--- config.mk ---
export PLATFORM = sky130hd
export DESIGN_NAME = scwl_ctrl
export DESIGN_NICKNAME = d
export VERILOG_FILES = /design/src/scwl_pkg.sv /design/src/scwl_sweep.sv /design/src/scwl_ramp.sv /design/src/scwl_ctrl.sv
export VERILOG_INCLUDE_DIRS = /design/src
export SDC_FILE = /design/constraint.sdc
export NUM_CORES = 1
export LEC_CHECK = 0
export BUFFER_PORTS_ARGS = -buffer_cell sky130_fd_sc_hd__buf_2
export CAP_MARGIN = 40
export CELL_PAD_IN_SITES_DETAIL_PLACEMENT = 0
export CELL_PAD_IN_SITES_GLOBAL_PLACEMENT = 1
export CORE_MARGIN = 1
export CORE_UTILIZATION = 35
export CTS_BUF_LIST = sky130_fd_sc_hd__clkbuf_8
export CTS_CLUSTER_DIAMETER = 40
export CTS_CLUSTER_SIZE = 14
export DETAILED_ROUTE_END_ITERATION = 8
export GPL_ROUTABILITY_DRIVEN = 0
export GPL_TIMING_DRIVEN = 1
export PLACE_DENSITY = 0.69
export SLEW_MARGIN = 20
export SYNTH_ARGS = -nofsm -noshare
export SYNTH_HDL_FRONTEND = slang
export SYNTH_SLANG_ARGS = --single-unit
--- constraint.sdc ---
create_clock -name clk_i -period 4.34 [get_ports clk_i]
set_input_delay 0.651 -clock clk_i [delete_from_list [all_inputs] [get_ports clk_i]]
set_output_delay 0.651 -clock clk_i [all_outputs]
set_load 0.1 [all_outputs]
--- src/scwl_defs.svh ---
// Purpose: Constants for the synthesizer control word (low half) block
// Assumes: 20 MHz system clock, single clock domain
// Notes: Offsets, field positions and reset values used by the ramp, control and checker files
`ifndef SCWL_DEFS_SVH
`define SCWL_DEFS_SVH
// ==========================================================
// Register map
`define SCWL_ADDR_CTRL 8'h00
`define SCWL_ADDR_KMUL 8'h04
`define SCWL_ADDR_UPER 8'h08
`define SCWL_ADDR_STAT 8'h0C
// ==========================================================
// Control field positions
`define SCWL_B_ONESHOT 15
`define SCWL_B_ACCCLR 14
`define SCWL_B_TRI 13
`define SCWL_F_MODE 11:9
`define SCWL_B_INTUPD 8
`define SCWL_B_SINCBYP 6
`define SCWL_B_KEYEN 5
`define SCWL_B_KEYINT 4
`define SCWL_B_LSB 1
`define SCWL_B_SDO 0
`define SCWL_F_CTRL 14:0
`define SCWL_F_KMUL 11:0
`define SCWL_F_UPER 15:0
// ==========================================================
// Masks and reset values
`define SCWL_CTRL_WMASK 15'h6F73
`define SCWL_CTRL_RST 15'h0100
`define SCWL_KMUL_RST 12'h0000
`define SCWL_UPER_RST 16'h00FF
`define SCWL_CNT_ZERO 16'h0000
`define SCWL_CNT_ONE 16'h0001
`define SCWL_KEY_FULL 12'hFFF
`define SCWL_KEY_ZERO 12'h000
`define SCWL_KEY_STEP 12'h001
`define SCWL_KEY_RATE 4'hF
`define SCWL_KEY_DIV0 4'h0
`define SCWL_KEY_DIV1 4'h1
`define SCWL_RD_ZERO 32'h0000_0000
`define SCWL_MODE_LAST 3'h4
`endif

--- src/scwl_pkg.sv ---
// Purpose: Types shared by the control word block
// Assumes: scwl_defs.svh supplies all numbers
// Notes: Mode order matches the field encoding 0..4
package scwl_pkg;
	typedef enum logic [2:0] {
		SCWL_SINGLE, SCWL_FSK, SCWL_RFSK, SCWL_CHIRP, SCWL_BPSK
	} scwl_mode_t;

	typedef enum logic [1:0] {SW_IDLE, SW_UP, SW_DOWN} scwl_sweep_state_t;

	typedef struct packed {
		logic [14:0] ctrl_buf;
		logic [14:0] ctrl_act;
		logic [11:0] kmul_buf;
		logic [11:0] kmul_act;
		logic [15:0] upd_period;
		logic [15:0] upd_cnt;
		logic [1:0] sync_upd;
		logic [1:0] sync_key;
		logic ext_prev;
		logic shot;
		logic acc1_clr;
		logic acc2_clr;
		logic upd_pulse;
		logic pin_drive;
		logic [11:0] key_factor;
		logic [31:0] rdata;
	} scwl_main_t;

	typedef struct packed {
		logic [11:0] factor;
		logic [3:0] div;
	} scwl_ramp_st_t;

	// Unused codes fall back to single tone
	function automatic scwl_mode_t scwl_mode_dec(input logic [2:0] f);
		scwl_mode_t m;
		m = SCWL_SINGLE;
		case (f)
			3'h1: m = SCWL_FSK;
			3'h2: m = SCWL_RFSK;
			3'h3: m = SCWL_CHIRP;
			3'h4: m = SCWL_BPSK;
			default: m = SCWL_SINGLE;
		endcase
		return m;
	endfunction
endpackage

--- src/scwl_sweep.sv ---
// Purpose: Triangular frequency sweep direction control
// Assumes: Frequency datapath flags arrival at each tuning frequency
// Notes: Restarts upward whenever the sweep is re-enabled
`timescale 1ns/100ps
`include "scwl_defs.svh"
module scwl_sweep (
	input wire logic clk_i,
	input wire logic nrst_i,
	input wire logic en_i,
	input wire logic reached_first_tuning_frequency_i,
	input wire logic reached_second_tuning_frequency_i,
	output logic run_o,
	output logic up_o
);
	import scwl_pkg::*;
	scwl_sweep_state_t r, n;

	// ==========================================================
	// Direction turns at each end, no software help needed
	always_comb
	begin
		n = r;
		case (r)
			SW_IDLE: if (en_i) n = SW_UP;
			SW_UP: if (!en_i) n = SW_IDLE;
				else if (reached_second_tuning_frequency_i) n = SW_DOWN;
			SW_DOWN: if (!en_i) n = SW_IDLE;
				else if (reached_first_tuning_frequency_i) n = SW_UP;
			default: n = SW_IDLE;
		endcase
	end

	always_ff @(posedge clk_i or negedge nrst_i)
	begin
		if (!nrst_i)
			r <= SW_IDLE;
		else
			r <= n;
	end

	assign run_o = (r != SW_IDLE);
	assign up_o = (r == SW_UP);
endmodule // scwl_sweep

--- src/scwl_ramp.sv ---
// Purpose: Internal amplitude keying ramp
// Assumes: Key level already synchronised to clk_i
// Notes: One step per rate period; slower ramps trade keying speed for less splatter
`timescale 1ns/100ps
`include "scwl_defs.svh"
module scwl_ramp (
	input wire logic clk_i,
	input wire logic nrst_i,
	input wire logic run_i,
	input wire logic key_on_i,
	output logic [11:0] factor_o
);
	import scwl_pkg::*;
	scwl_ramp_st_t r, n;

	// ==========================================================
	// Ramp toward full scale while keyed on, toward zero when off
	always_comb
	begin
		n = r;
		if (!run_i)
		begin
			n.factor = `SCWL_KEY_ZERO;
			n.div = `SCWL_KEY_DIV0;
		end
		else if (r.div != `SCWL_KEY_RATE)
			n.div = r.div + `SCWL_KEY_DIV1;
		else
		begin
			n.div = `SCWL_KEY_DIV0;
			if (key_on_i && r.factor != `SCWL_KEY_FULL)
				n.factor = r.factor + `SCWL_KEY_STEP;
			else if (!key_on_i && r.factor != `SCWL_KEY_ZERO)
				n.factor = r.factor - `SCWL_KEY_STEP;
		end
	end

	always_ff @(posedge clk_i or negedge nrst_i)
	begin
		if (!nrst_i)
			r <= '{factor: `SCWL_KEY_ZERO, div: `SCWL_KEY_DIV0};
		else
			r <= n;
	end

	assign factor_o = r.factor;
endmodule // scwl_ramp

--- src/scwl_ctrl.sv ---
// Purpose: Control word (low half) register bank and its decoded controls
// Assumes: Simple strobe register port, read data one cycle after read strobe
// Notes: Control and keying writes land in buffers; active copies change only on an update strobe
`timescale 1ns/100ps
`include "scwl_defs.svh"
module scwl_ctrl (
	input wire logic clk_i,
	input wire logic nrst_i,
	// Register port
	input wire logic [7:0] addr_i,
	input wire logic [31:0] wdata_i,
	input wire logic wr_i,
	input wire logic rd_i,
	output logic [31:0] rdata_o,
	// Update strobe pin, two-way
	input wire logic update_strobe_pin_i,
	output logic update_strobe_pin_o,
	output logic update_strobe_pin_oe_o,
	output logic update_o,
	// Phase accumulator control
	output logic acc1_clear_o,
	output logic acc2_clear_o,
	// Sweep control
	input wire logic reached_first_tuning_frequency_i,
	input wire logic reached_second_tuning_frequency_i,
	output logic sweep_run_o,
	output logic sweep_up_o,
	// Mode and output path
	output scwl_pkg::scwl_mode_t mode_o,
	output logic sinc_bypass_o,
	output logic sinc_clk_en_o,
	input wire logic key_pin_i,
	output logic keying_en_o,
	output logic keying_internal_o,
	output logic [11:0] keying_factor_o,
	// Serial port options
	output logic lsb_first_o,
	output logic sdo_en_o
);
	import scwl_pkg::*;

	scwl_main_t r, n;
	logic [11:0] ramp_factor;
	logic sw_run;
	logic sw_up;
	logic int_mode;
	logic upd_evt;
	logic ext_evt;
	logic mode_bad;

	// ==========================================================
	// Sweep direction engine
	// Runs from the active triangle bit; mode choice is software's job
	scwl_sweep u_sweep (
		.clk_i(clk_i),
		.nrst_i(nrst_i),
		.en_i(r.ctrl_act[`SCWL_B_TRI]),
		.reached_first_tuning_frequency_i(reached_first_tuning_frequency_i),
		.reached_second_tuning_frequency_i(reached_second_tuning_frequency_i),
		.run_o(sw_run),
		.up_o(sw_up)
	);

	// ==========================================================
	// Internal keying ramp
	// Only runs when keying is enabled and sourced internally
	scwl_ramp u_ramp (
		.clk_i(clk_i),
		.nrst_i(nrst_i),
		.run_i(r.ctrl_act[`SCWL_B_KEYEN] & r.ctrl_act[`SCWL_B_KEYINT]),
		.key_on_i(r.sync_key[1]),
		.factor_o(ramp_factor)
	);

	// ==========================================================
	// Update source selection
	// Internal mode counts down the period; external mode watches the pin
	always_comb
	begin
		int_mode = r.ctrl_act[`SCWL_B_INTUPD];
		ext_evt = !int_mode && r.sync_upd[1] && !r.ext_prev;
		upd_evt = ext_evt || (int_mode && (r.upd_cnt == `SCWL_CNT_ZERO));
		mode_bad = (r.ctrl_act[`SCWL_F_MODE] > `SCWL_MODE_LAST);
	end

	// ==========================================================
	// Next-state logic for the whole bank
	always_comb
	begin
		n = r;
		n.shot = 1'b0;
		n.upd_pulse = 1'b0;
		n.pin_drive = 1'b0;

		// Pin synchronisers; first stage feeds only the second
		n.sync_upd = {r.sync_upd[0], update_strobe_pin_i};
		n.sync_key = {r.sync_key[0], key_pin_i};
		n.ext_prev = r.sync_upd[1];

		// Register writes go to buffers, except the update period and the one-shot, which act directly
		if (wr_i)
		begin
			case (addr_i)
				`SCWL_ADDR_CTRL:
				begin
					// Bit 12 and reserved bits are dropped here
					n.ctrl_buf = wdata_i[`SCWL_F_CTRL] & `SCWL_CTRL_WMASK;
					// Single shot is never stored, so it self-clears
					n.shot = wdata_i[`SCWL_B_ONESHOT];
				end
				`SCWL_ADDR_KMUL:
					n.kmul_buf = wdata_i[`SCWL_F_KMUL];
				`SCWL_ADDR_UPER:
					n.upd_period = wdata_i[`SCWL_F_UPER];
				default:
					n.ctrl_buf = r.ctrl_buf;
			endcase
		end

		// Internal update period counter
		if (!int_mode)
			n.upd_cnt = r.upd_period;
		else if (r.upd_cnt == `SCWL_CNT_ZERO)
			n.upd_cnt = r.upd_period;
		else
			n.upd_cnt = r.upd_cnt - `SCWL_CNT_ONE;

		// Buffer transfer on either update source
		if (upd_evt)
		begin
			n.ctrl_act = r.ctrl_buf;
			n.kmul_act = r.kmul_buf;
			n.upd_pulse = 1'b1;
			n.pin_drive = int_mode;
		end

		// Accumulator clears: level hold plus the one-shot on the first
		n.acc2_clr = n.ctrl_act[`SCWL_B_ACCCLR];
		n.acc1_clr = n.ctrl_act[`SCWL_B_ACCCLR] | n.shot;

		// Keying factor: full scale when keying is off
		if (!n.ctrl_act[`SCWL_B_KEYEN])
			n.key_factor = `SCWL_KEY_FULL;
		else if (n.ctrl_act[`SCWL_B_KEYINT])
			n.key_factor = ramp_factor;
		else
			n.key_factor = n.kmul_act;

		// Read data, valid only in the cycle after the strobe
		n.rdata = `SCWL_RD_ZERO;
		if (rd_i)
		begin
			case (addr_i)
				`SCWL_ADDR_CTRL:
					n.rdata[`SCWL_F_CTRL] = r.ctrl_buf;
				`SCWL_ADDR_KMUL:
					n.rdata[`SCWL_F_KMUL] = r.kmul_buf;
				`SCWL_ADDR_UPER:
					n.rdata[`SCWL_F_UPER] = r.upd_period;
				`SCWL_ADDR_STAT:
					n.rdata = {14'h0000, sw_up, sw_run, mode_bad, r.ctrl_act};
				default:
					n.rdata = `SCWL_RD_ZERO;
			endcase
		end
	end

	// ==========================================================
	// State register
	// Defaults: sinc in path, keying factor full scale, MSB first, serial out off
	always_ff @(posedge clk_i or negedge nrst_i)
	begin
		if (!nrst_i)
		begin
			r.ctrl_buf <= `SCWL_CTRL_RST;
			r.ctrl_act <= `SCWL_CTRL_RST;
			r.kmul_buf <= `SCWL_KMUL_RST;
			r.kmul_act <= `SCWL_KMUL_RST;
			r.upd_period <= `SCWL_UPER_RST;
			r.upd_cnt <= `SCWL_UPER_RST;
			r.sync_upd <= 2'h0;
			r.sync_key <= 2'h0;
			r.ext_prev <= 1'b0;
			r.shot <= 1'b0;
			r.acc1_clr <= 1'b0;
			r.acc2_clr <= 1'b0;
			r.upd_pulse <= 1'b0;
			r.pin_drive <= 1'b0;
			r.key_factor <= `SCWL_KEY_FULL;
			r.rdata <= `SCWL_RD_ZERO;
		end
		else
			r <= n;
	end

	// ==========================================================
	// Outputs, all from registers; mode, sweep flags and filter clock enable through decode logic
	assign rdata_o = r.rdata;
	assign update_o = r.upd_pulse;
	// Pin turns around with the active bit; no strobe is driven when input
	assign update_strobe_pin_oe_o = r.ctrl_act[`SCWL_B_INTUPD];
	assign update_strobe_pin_o = r.pin_drive;
	assign acc1_clear_o = r.acc1_clr;
	assign acc2_clear_o = r.acc2_clr;
	assign sweep_run_o = sw_run;
	assign sweep_up_o = sw_up;
	assign mode_o = scwl_mode_dec(r.ctrl_act[`SCWL_F_MODE]);
	assign sinc_bypass_o = r.ctrl_act[`SCWL_B_SINCBYP];
	// Gating the filter clock is the only power saving; bypass loses droop correction
	assign sinc_clk_en_o = !r.ctrl_act[`SCWL_B_SINCBYP];
	assign keying_en_o = r.ctrl_act[`SCWL_B_KEYEN];
	assign keying_internal_o = r.ctrl_act[`SCWL_B_KEYINT];
	assign keying_factor_o = r.key_factor;
	assign lsb_first_o = r.ctrl_act[`SCWL_B_LSB];
	assign sdo_en_o = r.ctrl_act[`SCWL_B_SDO];
endmodule // scwl_ctrl

==> results.txt, run 1 <==
- The number of different library cells used by synthesis comes to 53.
* Total Die Area: 0.0192 mm^2
- For flop-to-flop paths, the worst setup slack is 1100 ps.
- After clock tree synthesis, the clock-pin slew on the worst setup and hold paths is 80 ps.
- Pin count of the biggest net entering global routing: 62
* Violated checks: design-rule violations
- For this design the top-level I/O count stands at 108.
- Setup repair after global routing left no endpoint under its margin.
- The hold violation count in the final report came to 0.
* Main area contributors after synthesis: sky130_fd_sc_hd__dfrtp_1 (40%), sky130_fd_sc_hd__dfstp_2 (12%), sky130_fd_sc_hd__mux2_2 (8.5%)
- Largest fanout on the critical path: 11
- The initial utilization of the core area, before any placement, comes to 0.360.
- Peak-usage layer in the global routing report: met2
- Of the total power, registers draw 0.483.
* Post-synth EDFFs: 0
* Worst reg2reg path depth: 10
- The clock passes through at most 2 buffers.
- Remaining routing DRC violations: 9
- The worst pin sits at a relative slew slack of 0.466.
* Result of the run: finished with violations
* Highest achievable clock rate: 0.308 GHz
* WP data arrival: 3590 ps
- Overall global routing resource usage: 0.166
* CTS Sinks: 134
* Reg-to-reg startpoint: u_ramp.factor_o[1]
- Setup clock skew after layout: 8.74 ps
- Sequential-to-total area share from yosys stat: 0.521
- Number of antenna violations at the first check in global routing: 0
- Counting the fill cells in the layout gives 1767.
- Slowest stage delay, CP: 470 ps
* Clock buffers created by TritonCTS: 17
* Area occupied by multi-input gates: 0.00269 mm^2
- The critical path goes through nand4_1, nor3_1, nand2b_1, ha_1, a211oi_1, o21bai_1, o21ai_0, o21bai_1, xnor2_1, o31ai_1.
* Drt total wl: 15.0 mm
* Synth area leader: sky130_fd_sc_hd__dfrtp_1
- Class of the tightest hold or removal check: input pin to asynchronous set/reset pin
- The total count of max-transition violations in the final report was 0.
- Setup violations remaining at the end of the flow were counted as 0.
* Grt met1 use: 0.218
- The worst register-to-register path ends at u_ramp.factor_o[9].
- Count of vias placed by the detailed router: 4534
* Post-CTS resize count: 0
* Post-CTS setup buffers: 0
* Reported max-cap violation count: 0
- Summed over all layers, the global routing overflow is 0.
- In the final layout, the share of cells above drive strength 1 is 0.307.
- Number of diodes: 0
- The H-tree was split into 4 levels.
- Fraction of synthesized cell area taken by the top area cell type: 0.400
- Maximum vdd ir drop: 192 uV
* Global routing usage on met3: 0.0416
- Root Buffer Master: sky130_fd_sc_hd__clkbuf_8
- Count of warnings emitted by yosys: 0
* Die extent in x: 138 um
- Summing every instance area after synthesis gives 0.00651 mm^2.
* Number of antenna-violating nets in the routed design: 0
* Switching part of the total: 0.315
- After the last flow step, the layout net total stands at 713.
- Clk network pwr share: 0.343
* Buffers added on ports: 77
* CP Launch Type: register
- Wire length per cell: 16.8 um
- The share of total power dissipated in combinational logic is 0.173.
- Top flip-flop cell by instance count after synthesis: sky130_fd_sc_hd__dfrtp_1
- Die extent in y: 138 um
- After layout, the minimum clock period comes to 3240 ps.
* Global-route met2 utilization: 0.265
- Compared with the post-synthesis result, the final layout area differs by 11.5%.
- After detailed routing, the number of vias per cell comes to 5.08.
- Setup tns final: 0 ps
- Cells after synthesis: 604
- Iteration count of the initial detailed-routing pass: 7
- Setup Crit Path Kind: register to register
* Total core area: 0.0181 mm^2
- Async set-reset flop share out of synthesis: 1.00
- TritonCTS clock tree: done
- At the pin with the least slew margin, the transition time is 799 ps.
- Type of element capturing the critical path: register
- For this design the ratio of total power to cell area is 388 mW/mm^2.
- Sequential Area: 0.00339 mm^2
* Cell repeated most along the worst path: sky130_fd_sc_hd__o21bai_1
- The number of global-route vias before repair was 4629.
- The slowest stage of the critical path is the sky130_fd_sc_hd__nand2b_1 cell.
* Net Sw Power: 887 uW
- HPWL after detailed placement: 10.5 mm
* Leakage power of the design: 0.00349 uW
- Overall Power: 2820 uW
- For this design, the CTS-stage hold fixing added 0 buffers.
- Synthesis inferred 134 register bits.
* Period utilisation layout: 0.747
- After synthesis, the mean cell area works out to 10.8 um^2.
- Wire length of the first global-routing pass: 24.6 mm
- The first routing iteration left 377 violations.
- At the later pin of the worst-skew pair, clock insertion delay measures 440 ps.
- STA puts the critical path data required time at 4690 ps.
- Internal power summed over all cells: 1930 uW
- Number of rows created at floorplan: 49
## synth_stat cells, types with 6 or more instances
cell type / instances
sky130_fd_sc_hd__dfrtp_1: 104
sky130_fd_sc_hd__nand2_1: 98
sky130_fd_sc_hd__mux2_2: 49
sky130_fd_sc_hd__buf_4: 45
sky130_fd_sc_hd__nor2_1: 35
sky130_fd_sc_hd__dfstp_2: 30
sky130_fd_sc_hd__nand3b_1: 25
sky130_fd_sc_hd__o21ai_0: 19
sky130_fd_sc_hd__clkbuf_1: 17
sky130_fd_sc_hd__nand4_1: 16
sky130_fd_sc_hd__xnor2_1: 15
sky130_fd_sc_hd__ha_1: 13
sky130_fd_sc_hd__a21oi_1: 10
sky130_fd_sc_hd__inv_1: 10
sky130_fd_sc_hd__a222oi_1: 9
sky130_fd_sc_hd__nand3_1: 9
sky130_fd_sc_hd__nor2b_1: 7
sky130_fd_sc_hd__a21o_1: 6
sky130_fd_sc_hd__nor3_1: 6
sky130_fd_sc_hd__o31ai_1: 6
sky130_fd_sc_hd__xor2_1: 6
## routing by layer
metal	up-vias	share of wire
met1	2252	0.46
li1	2157	-
met4	0	0.016
met2	106	0.48
met5	-	0
met3	19	0.044
## sequential cells by signal (all words and copies together) (netlist names), 2 cells and up
name             cells
rdata_o             18
u_ramp.factor_o     12
u_ramp.r             4
keying_factor_o     12
r                   74
n                    3
u_sweep.r            2
## placed cells by master (no fill, tap or decap), types with 3 or more instances in the layout
cell	n
sky130_fd_sc_hd__a211oi_1	3
sky130_fd_sc_hd__dfrtp_1	104
sky130_fd_sc_hd__clkinvlp_4	3
sky130_fd_sc_hd__nor2_1	35
sky130_fd_sc_hd__a222oi_1	9
sky130_fd_sc_hd__dfstp_2	30
sky130_fd_sc_hd__or2_2	5
sky130_fd_sc_hd__ha_1	13
sky130_fd_sc_hd__nand4_1	16
sky130_fd_sc_hd__clkbuf_8	19
sky130_fd_sc_hd__conb_1	14
sky130_fd_sc_hd__nor2b_1	7
sky130_fd_sc_hd__a22oi_1	3
sky130_fd_sc_hd__mux2_2	49
sky130_fd_sc_hd__o31ai_1	6
sky130_fd_sc_hd__a31oi_1	3
sky130_fd_sc_hd__a22o_1	3
sky130_fd_sc_hd__nand2b_1	3
sky130_fd_sc_hd__inv_1	11
sky130_fd_sc_hd__o21ai_0	19
sky130_fd_sc_hd__nor3_1	6
sky130_fd_sc_hd__buf_2	76
sky130_fd_sc_hd__xor2_1	6
sky130_fd_sc_hd__a21oi_1	10
sky130_fd_sc_hd__o41ai_1	3
sky130_fd_sc_hd__a21o_1	6
sky130_fd_sc_hd__buf_4	4
sky130_fd_sc_hd__nor4_1	3
sky130_fd_sc_hd__nand2_1	98
sky130_fd_sc_hd__clkinv_2	5
sky130_fd_sc_hd__or4_1	5
sky130_fd_sc_hd__nand3b_1	25
sky130_fd_sc_hd__xnor2_1	15
sky130_fd_sc_hd__mux2i_1	3
sky130_fd_sc_hd__and3_1	5
sky130_fd_sc_hd__nand3_1	9
sky130_fd_sc_hd__o21a_1	3
## critical path: cells and delay by family (launching register included)
kind,cells,cell delay (ps)
AO/OA/AOI/OAI,5,1300
flip-flops,1,460
AND/OR/NAND/NOR,3,910
adder cells (fa/ha/maj),1,340
XOR/XNOR,1,150
## power groups by stage
stage          Combinational [uW]  Clock, uW  Sequential (uW)
6_report                      488        967             1360
5_1_grt                       530       1060             1370
4_1_cts                       493       1000             1360
3_5_place_dp                  493          0             1380
3_3_place_gp                  482          0             1380
2_1_floorplan                 365          0             1410
## cells by family after synthesis
logic type                 after synthesis  share of synthesized area
adders and majority gates               14                     0.0281
muxes                                   55                     0.0957
xor gates and xnor gates                21                     0.0282
other                                    1                   0.000576
AOI/OAI and AO/OA                       79                     0.0870
DFF                                    134                      0.521
and+or+nand+nor                        221                      0.166
buffers and inverters                   79                     0.0740
## area by class of cell
class / instances / area share
flip-flops and latches: 134 / 0.467
multi-input cells: 404 / 0.370
repair buffers: 83 / 0.0657
well taps: 229 / 0.0395
clock buffers: 19 / 0.0360
clock inverters: 13 / 0.0148
inverters: 11 / 0.00638
## per-stage QoR
stage | utilization | worst slack (ps) | hold slack, ps | area [um^2] | cells
2_1_floorplan | - | 1070 | 331 | 6560 | 617
3_3_place_gp | 0.378 | 1160 | 337 | 6830 | 859
3_5_place_dp | 0.381 | 1120 | 347 | 6890 | 861
4_1_cts | 0.401 | 1080 | 107 | 7260 | 893
5_1_grt | 0.401 | 828 | 113 | 7260 | 893
6_report | 0.401 | 1100 | 113 | 7260 | 893
## worst max-delay path by stage
stage | slack (ps) | endpoint | cells after the start | startpoint
after global routing | 830 | u_ramp.factor_o[11] | 10 | u_ramp.factor_o[2]
after floorplan | 1070 | mode_o[2] | 1 | r[119]
final | 1100 | u_ramp.factor_o[9] | 10 | u_ramp.factor_o[1]
after detailed placement | 1120 | u_ramp.factor_o[9] | 10 | u_ramp.factor_o[1]
after CTS | 1080 | u_ramp.factor_o[9] | 10 | u_ramp.factor_o[1]
after global placement | 1160 | u_ramp.factor_o[11] | 10 | u_ramp.factor_o[1]
No activity file was read; power rests on OpenSTA's default activity.
==> run 2: changes to the inputs <==
- clock period: 4.34 -> 3.22 ns (I/O delays scaled with it)
==> run 2 against run 1 <==
The run still ends with design-rule violations left. Utilization is 0.51 points higher. Wire length rose by 4.2%. Register-to-register slack got worse by 820 ps. Sequential power increased by 35%. Via count is 1.6% higher. Critical path depth up 2. Clock power is 47% higher. Critical endpoint is now u_ramp.factor_o[11]. Largest cell class unchanged. Highest routed layer unchanged.
==> results.txt, run 2 (synthesized netlist as in run 1, its figures left out) <==
- Result of the run: finished with violations (unchanged)
- Violated checks: design-rule violations (unchanged)
- The register name with the most flops was r (unchanged).
- The number of vias per cell is 5.08 (about the same).
* Number of antenna-violating nets in the routed design: 0 (unchanged)
- The most common cell after layout, fill and taps aside was sky130_fd_sc_hd__dfrtp_1 (unchanged).
* Class of the tightest hold or removal check: input pin to asynchronous set/reset pin (unchanged)
- Worst endpoint required time: 3590 ps (was 4690 ps)
- The die span in y is 138 um (unchanged).
- The total power consumption of the routed design came to 3920 uW (was 2820 uW).
- The post-CTS setup buffer count is 0 (unchanged).
- Worst reg2reg path depth: 12 (was 10)
- Total Die Area: 0.0192 mm^2 (unchanged)
* Number of buffers and inverters on the critical path: 2 (was 0)
- The worst endpoint data arrival time is 3310 ps (was 3590 ps).
- Root Buffer Master: sky130_fd_sc_hd__clkbuf_8 (unchanged)
- The deepest level of the CTS H-tree is 4 (unchanged).
- The power density over cell area was 533 mW/mm^2 (was 388 mW/mm^2).
- The clock insertion delay at the later pin of the skew report was 440 ps (about the same).
- Iteration count of the initial detailed-routing pass: 7 (unchanged)
* Worst max-slew margin expressed relative to the limit: 0.495 (was 0.466)
- Setup Crit Path Kind: register to register (unchanged)
- The global router's overall resource usage came to 0.174 (was 0.166).
- Highest-delay cell along the critical path: sky130_fd_sc_hd__dfrtp_1 (was sky130_fd_sc_hd__nand2b_1)
- Cell type group with the largest total delay on the critical path: compound AO/OA/AOI/OAI gates (unchanged)
- Wire length of the first global-routing pass: 25.6 mm (was 24.6 mm)
* CTS Hold Buffers Added: 0 (unchanged)
- The count of endpoints failing setup in the final report is 0 (unchanged).
* Reported max-cap violation count: 0 (unchanged)
* Drt total wl: 15.6 mm (was 15.0 mm)
- Crit path depth: 12 (was 10)
- The worst stage delay on the critical path was 470 ps (about the same).
* Most frequent cells in the layout: sky130_fd_sc_hd__dfrtp_1 (104), sky130_fd_sc_hd__nand2_1 (98), sky130_fd_sc_hd__buf_2 (76) (unchanged)
- The flip-flop and latch area is 0.00339 mm^2 (unchanged).
* CP Launch Type: register (unchanged)
- Type of element capturing the critical path: register (unchanged)
- Pin count of the biggest net entering global routing: 79 (was 62)
- The achievable frequency is 0.339 GHz (was 0.308 GHz).
- The hold violation count in the final report was 0 (unchanged).
* CTS clk-pin slew, worst paths: 70 ps (was 80 ps)
- The initial core utilization is 0.360 (unchanged).
* Final layout net count: 726 (was 713)
- Setup clock skew after layout: 9.62 ps (was 8.74 ps)
- Leftover overflow at the end of global routing: 0 (unchanged)
- Initial DRC count: 279 (was 377)
- Proportion of layout cells with a drive suffix above 1: 0.322 (was 0.307)
- Pin slew with the least headroom to its limit: 755 ps (was 799 ps)
* HPWL after detailed placement: 10.9 mm (was 10.5 mm)
* Period utilisation layout: 0.915 (was 0.747)
- Flip-flop count of the largest register, all copies and words added: 74 (unchanged)
* Buffer depth of the longest clock path: 2 (unchanged)
- The total count of max-transition violations in the final report was 0 (unchanged).
* Leakage power of the design: 0.00357 uW (was 0.00349 uW)
* Layout filler cell count: 1776 (was 1767)
- Area Overhead vs Synth: 12.9% (was 11.5%)
* Final critical path time including I/O delays and setup: 2950 ps (was 3240 ps)
- The number of antenna violations at the first check in global routing came to 0 (unchanged).
- Post-CTS resize count: 0 (unchanged)
- The number of clock buffers inserted by TritonCTS is 17 (unchanged).
* Setup repair after global routing missed its margin: false (unchanged)
* Remaining routing DRC violations: 8 (was 9)
* IO Pins: 108 (unchanged)
- Number of rows created at floorplan: 49 (unchanged)
- Vias in the first global route: 4748 (was 4629)
- The post-route setup TNS is 0 ps (unchanged).
- The antenna diode count was 0 (unchanged).
- CTS Sinks: 134 (unchanged)
- Wire length per cell: 17.2 um (was 16.8 um)
- The most repeated library cell on the critical path was sky130_fd_sc_hd__buf_4 (was sky130_fd_sc_hd__o21bai_1).
- Critical Path, Cell by Cell: nand4_1, nor3_1, nand2b_1, buf_4, ha_1, a211o_1, o22a_1, o21ai_0, buf_4, o21a_1, o41a_1, mux2i_1 (was nand4_1, nor3_1, nand2b_1, ha_1, a211oi_1, o21bai_1, o21ai_0, o21bai_1, xnor2_1, o31ai_1)
* Buffers added on ports: 77 (unchanged)
* TritonCTS clock tree: done (unchanged)
- The horizontal die dimension came to 138 um (unchanged).
- The area of the placeable core was 0.0181 mm^2 (unchanged).
* Largest fanout on the critical path: 7 (was 11)
- The maximum ir drop on the vdd rail came to 234 uV (was 192 uV).
- The multi-input gate area in the final layout came to 0.00269 mm^2 (unchanged).
- Count of vias placed by the detailed router: 4607 (was 4534)
[run 2: worst paths after layout]
check | slack [ps] | startpoint | endpoint
max reg2reg | 270 | u_ramp.factor_o[5] | u_ramp.factor_o[11]
min | 60 | nrst_i | r[66]
max in group asynchronous | 2260 | nrst_i | r[76]
max | 270 | u_ramp.factor_o[5] | u_ramp.factor_o[11]
min reg2reg | 350 | n[51] | r[51]
min in group clk_i | 140 | key_pin_i | n[51]
[run 2: cell type report]
class / instances / share of cell area
Clock inverter: 10 / 0.0136
Multi-Input combinational cell: 404 / 0.366
Clock buffer: 22 / 0.0412
Sequential cell: 134 / 0.461
Timing Repair Buffer: 96 / 0.0727
Tap cell: 229 / 0.0390
Inverter: 11 / 0.00630
[run 2: routing by layer]
metal,GRT usage,vias to the layer above,wire length [um]
met4,0.0615,0,242
met1,0.240,2321,7390
met2,0.266,96,7330
met3,0.0440,14,642
met5,0,-,0
li1,-,2176,-
[run 2: where the power goes]
group | switching [uW] | internal (uW)
Combinational | 476 | 188
Sequential | 63.4 | 1770
Clock | 636 | 780
[run 2: through the flow]
step / instances / setup slack [ps] / hold slack, ps / utilization / instance area [um^2]
global route: 906 / 28.0 / 91.2 / 0.406 / 7350
floorplan: 617 / 118 / 187 / - / 6560
finish: 906 / 274 / 58.2 / 0.406 / 7350
CTS: 906 / 268 / 85.3 / 0.406 / 7350
detailed placement: 874 / 327 / 335 / 0.384 / 6950
global placement: 874 / 364 / 333 / 0.384 / 6950
==> run 3: changes to the inputs <==
- REMOVE_ABC_BUFFERS: default -> 1
==> run 3 against run 2 <==
The run still ends with design-rule violations left. Non-clock buffer count grew 4. Fmax down 0.11%. Final area grew 0.73%. First-iteration DRC count rose by 20%. Clock skew is 1.8 ps higher. Global-route usage is 0.14 points lower. Critical path depth fell by 1. Sequential cell count did not move. Largest power group unchanged. Highest routed layer unchanged.
==> results.txt, run 3 (synthesized netlist as in run 1, its figures left out) <==
- The pre-CTS setup slack is 232 ps (was 327 ps).
- Worst reg2reg path depth: 11 (was 12)
- Tightest hold margin: 67.5 ps (was 58.2 ps)
* Instance count after placement with tap cells included: 878 (was 874)
- The worst endpoint data arrival time is 3290 ps (was 3310 ps).
* Detailed-route vias per instance: 5.12 (was 5.08)
* IO Pins: 108 (unchanged)
- The total count of max-transition violations in the final report is 0 (unchanged).
- Worst max-slew margin expressed relative to the limit: 0.482 (was 0.495)
- The final period utilization was 0.916 (was 0.915).
- The horizontal die dimension came to 138 um (unchanged).
* Highest achievable clock rate: 0.339 GHz (about the same)
- The largest clock skew in the final design is 11.5 ps (was 9.62 ps).
- The number of buffers on the longest clock path is 2 (unchanged).
- Leftover overflow at the end of global routing: 0 (unchanged)
* Buffers added on ports: 77 (unchanged)
- Critical Path, Cell by Cell: nand4_1, nor3_1, nand2b_2, inv_1, fa_1, nor2b_1, o2111ai_1, a31oi_1, a31oi_1, xnor2_1, a22o_1 (was nand4_1, nor3_1, nand2b_1, buf_4, ha_1, a211o_1, o22a_1, o21ai_0, buf_4, o21a_1, o41a_1, mux2i_1).
- Reported max-cap violation count: 0 (unchanged)
- CTS clk-pin slew, worst paths: 80 ps (was 70 ps)
* Cell area power density: 534 mW/mm^2 (was 533 mW/mm^2)
* Total core area: 0.0181 mm^2 (unchanged)
- The number of clock buffers inserted by TritonCTS was 17 (unchanged).
* Drt total wl: 15.5 mm (was 15.6 mm)
* Violated checks: design-rule violations (unchanged)
* Number of rows created at floorplan: 49 (unchanged)
- TritonCTS clock tree: done (unchanged)
* Iteration count of the initial detailed-routing pass: 7 (unchanged)
- The post-route non-filler standard cell count was 910 (was 906).
- The required time reported for the critical path endpoint came to 3560 ps (was 3590 ps).
- Root Buffer Master: sky130_fd_sc_hd__clkbuf_8 (unchanged)
* Final setup fails: 0 (unchanged)
* Wire length of the first global-routing pass: 25.5 mm (was 25.6 mm)
- The number of gates on the worst path with buffers counted is 11 (was 12).
- The register name with the most flops is r (unchanged).
* Die extent in y: 138 um (unchanged)
- The critical-path cell with the highest stage delay is sky130_fd_sc_hd__dfrtp_1 (unchanged).
- The placed wire-length estimate was 10.5 mm (was 10.9 mm).
- The static leakage came to 0.00357 uW (about the same).
* Final critical path time including I/O delays and setup: 2950 ps (about the same)
* Number of antenna violations at the first check in global routing: 0 (unchanged)
- The maximum ir drop on the vdd rail was 281 uV (was 234 uV).
* CP Launch Type: register (unchanged)
- Setup Crit Path Kind: register to register (unchanged)
* Overall global routing resource usage: 0.173 (was 0.174)
- The most common cell after layout, fill and taps aside was sky130_fd_sc_hd__dfrtp_1 (unchanged).
* Number of diodes: 0 (unchanged)
- Cell repeated most along the worst path: sky130_fd_sc_hd__a31oi_1 (was sky130_fd_sc_hd__buf_4)
- Type of element capturing the critical path: register (unchanged)
- The number of global-route vias before repair came to 4711 (was 4748).
- Initial DRC count: 335 (was 279)
- Initial core utilization: 0.360 (unchanged)
* Number of antenna-violating nets in the routed design: 0 (unchanged)
* Pin slew with the least headroom to its limit: 776 ps (was 755 ps)
* Beginning of the critical path: u_ramp.factor_o[1] (was u_ramp.factor_o[5])
- The post-route setup TNS came to 0 ps (unchanged).
- Result of the run: finished with violations (unchanged).
- Class of the tightest hold or removal check: input pin to asynchronous set/reset pin (unchanged)
- The area enclosed by the die boundary came to 0.0192 mm^2 (unchanged).
- The total power consumption of the routed design is 3950 uW (was 3920 uW).
- Cell type group with the largest total delay on the critical path: simple AND/OR/NAND/NOR gates (was compound AO/OA/AOI/OAI gates)
* Endpoints failing hold: 0 (unchanged)
- Clock latency reported for the late side of the worst-skew pair: 450 ps (was 440 ps)
- The number of vias after detailed routing was 4660 (was 4607).
* Post-CTS resize count: 0 (unchanged)
- Remaining routing DRC violations: 14 (was 8)
- The number of nets in the layout was 730 (was 726).
- The number of fillers in the final layout came to 1744 (was 1776).
- The wire length per cell after detailed routing is 17.0 um (was 17.2 um).
* Proportion of layout cells with a drive suffix above 1: 0.327 (was 0.322)
- The largest fanout on the critical path is 8 (was 7).
- The worst stage delay on the critical path is 470 ps (about the same).
* Flip-flop count of the largest register, all copies and words added: 74 (unchanged)
- Area Overhead vs Synth: 13.7% (was 12.9%)
- The clock sink count came to 134 (unchanged).
- Final WS setup: 271 ps (was 274 ps)
- Setup repair after global routing missed its margin: false (unchanged).
* Pin count of the biggest net entering global routing: 76 (was 79)
- The deepest level of the CTS H-tree is 4 (unchanged).
- Most frequent cells in the layout: sky130_fd_sc_hd__dfrtp_1 (104), sky130_fd_sc_hd__nand2_1 (98), sky130_fd_sc_hd__buf_2 (76) (unchanged).
- The total of hold buffers inserted after clock tree synthesis is 0 (unchanged).
* Number of buffers and inverters on the critical path: 1 (was 2)
- Reg-to-reg startpoint: u_ramp.factor_o[1] (was u_ramp.factor_o[5])
* Post-CTS setup buffers: 0 (unchanged)
-- run 3: per-stage QoR --
stage | util | instance area [um^2]
5_1_grt | 0.409 | 7400
3_3_place_gp | 0.386 | 6990
3_5_place_dp | 0.386 | 6990
4_1_cts | 0.409 | 7400
6_report | 0.409 | 7400
2_1_floorplan | - | 6130
-- run 3: final timing paths --
path	slack [ps]	end
worst max register to register	270	u_ramp.factor_o[10]
worst min register to register	360	r[51]
worst max-delay path	270	u_ramp.factor_o[10]
min in group clk_i	130	n[53]
worst min-delay path	70	rdata_o[2]
max in group asynchronous	2350	keying_factor_o[10]
-- run 3: per-layer routing --
metal,vias up,track usage,wire length (um)
met5,-,0,0
met4,0,0.0603,194
met3,18,0.0419,794
met2,142,0.263,7100
met1,2312,0.240,7410
li1,2188,-,-
-- run 3: report_power, final --
| group | internal, uW | switching [uW] |
|---|---|---|
| sequential | 1770 | 60.0 |
| combinational | 189 | 479 |
| clock | 728 | 724 |
| total | 2690 | 1260 |
-- run 3: final cells by class --
cell class,count,area [um^2],share of cell area
Clock buffer,18,248,0.0335
Timing Repair Buffer,100,577,0.0779
Tap cell,229,287,0.0387
Multi-Input combinational cell,404,2690,0.364
Inverter,11,46.3,0.00625
Clock inverter,14,164,0.0221
Sequential cell,134,3390,0.458
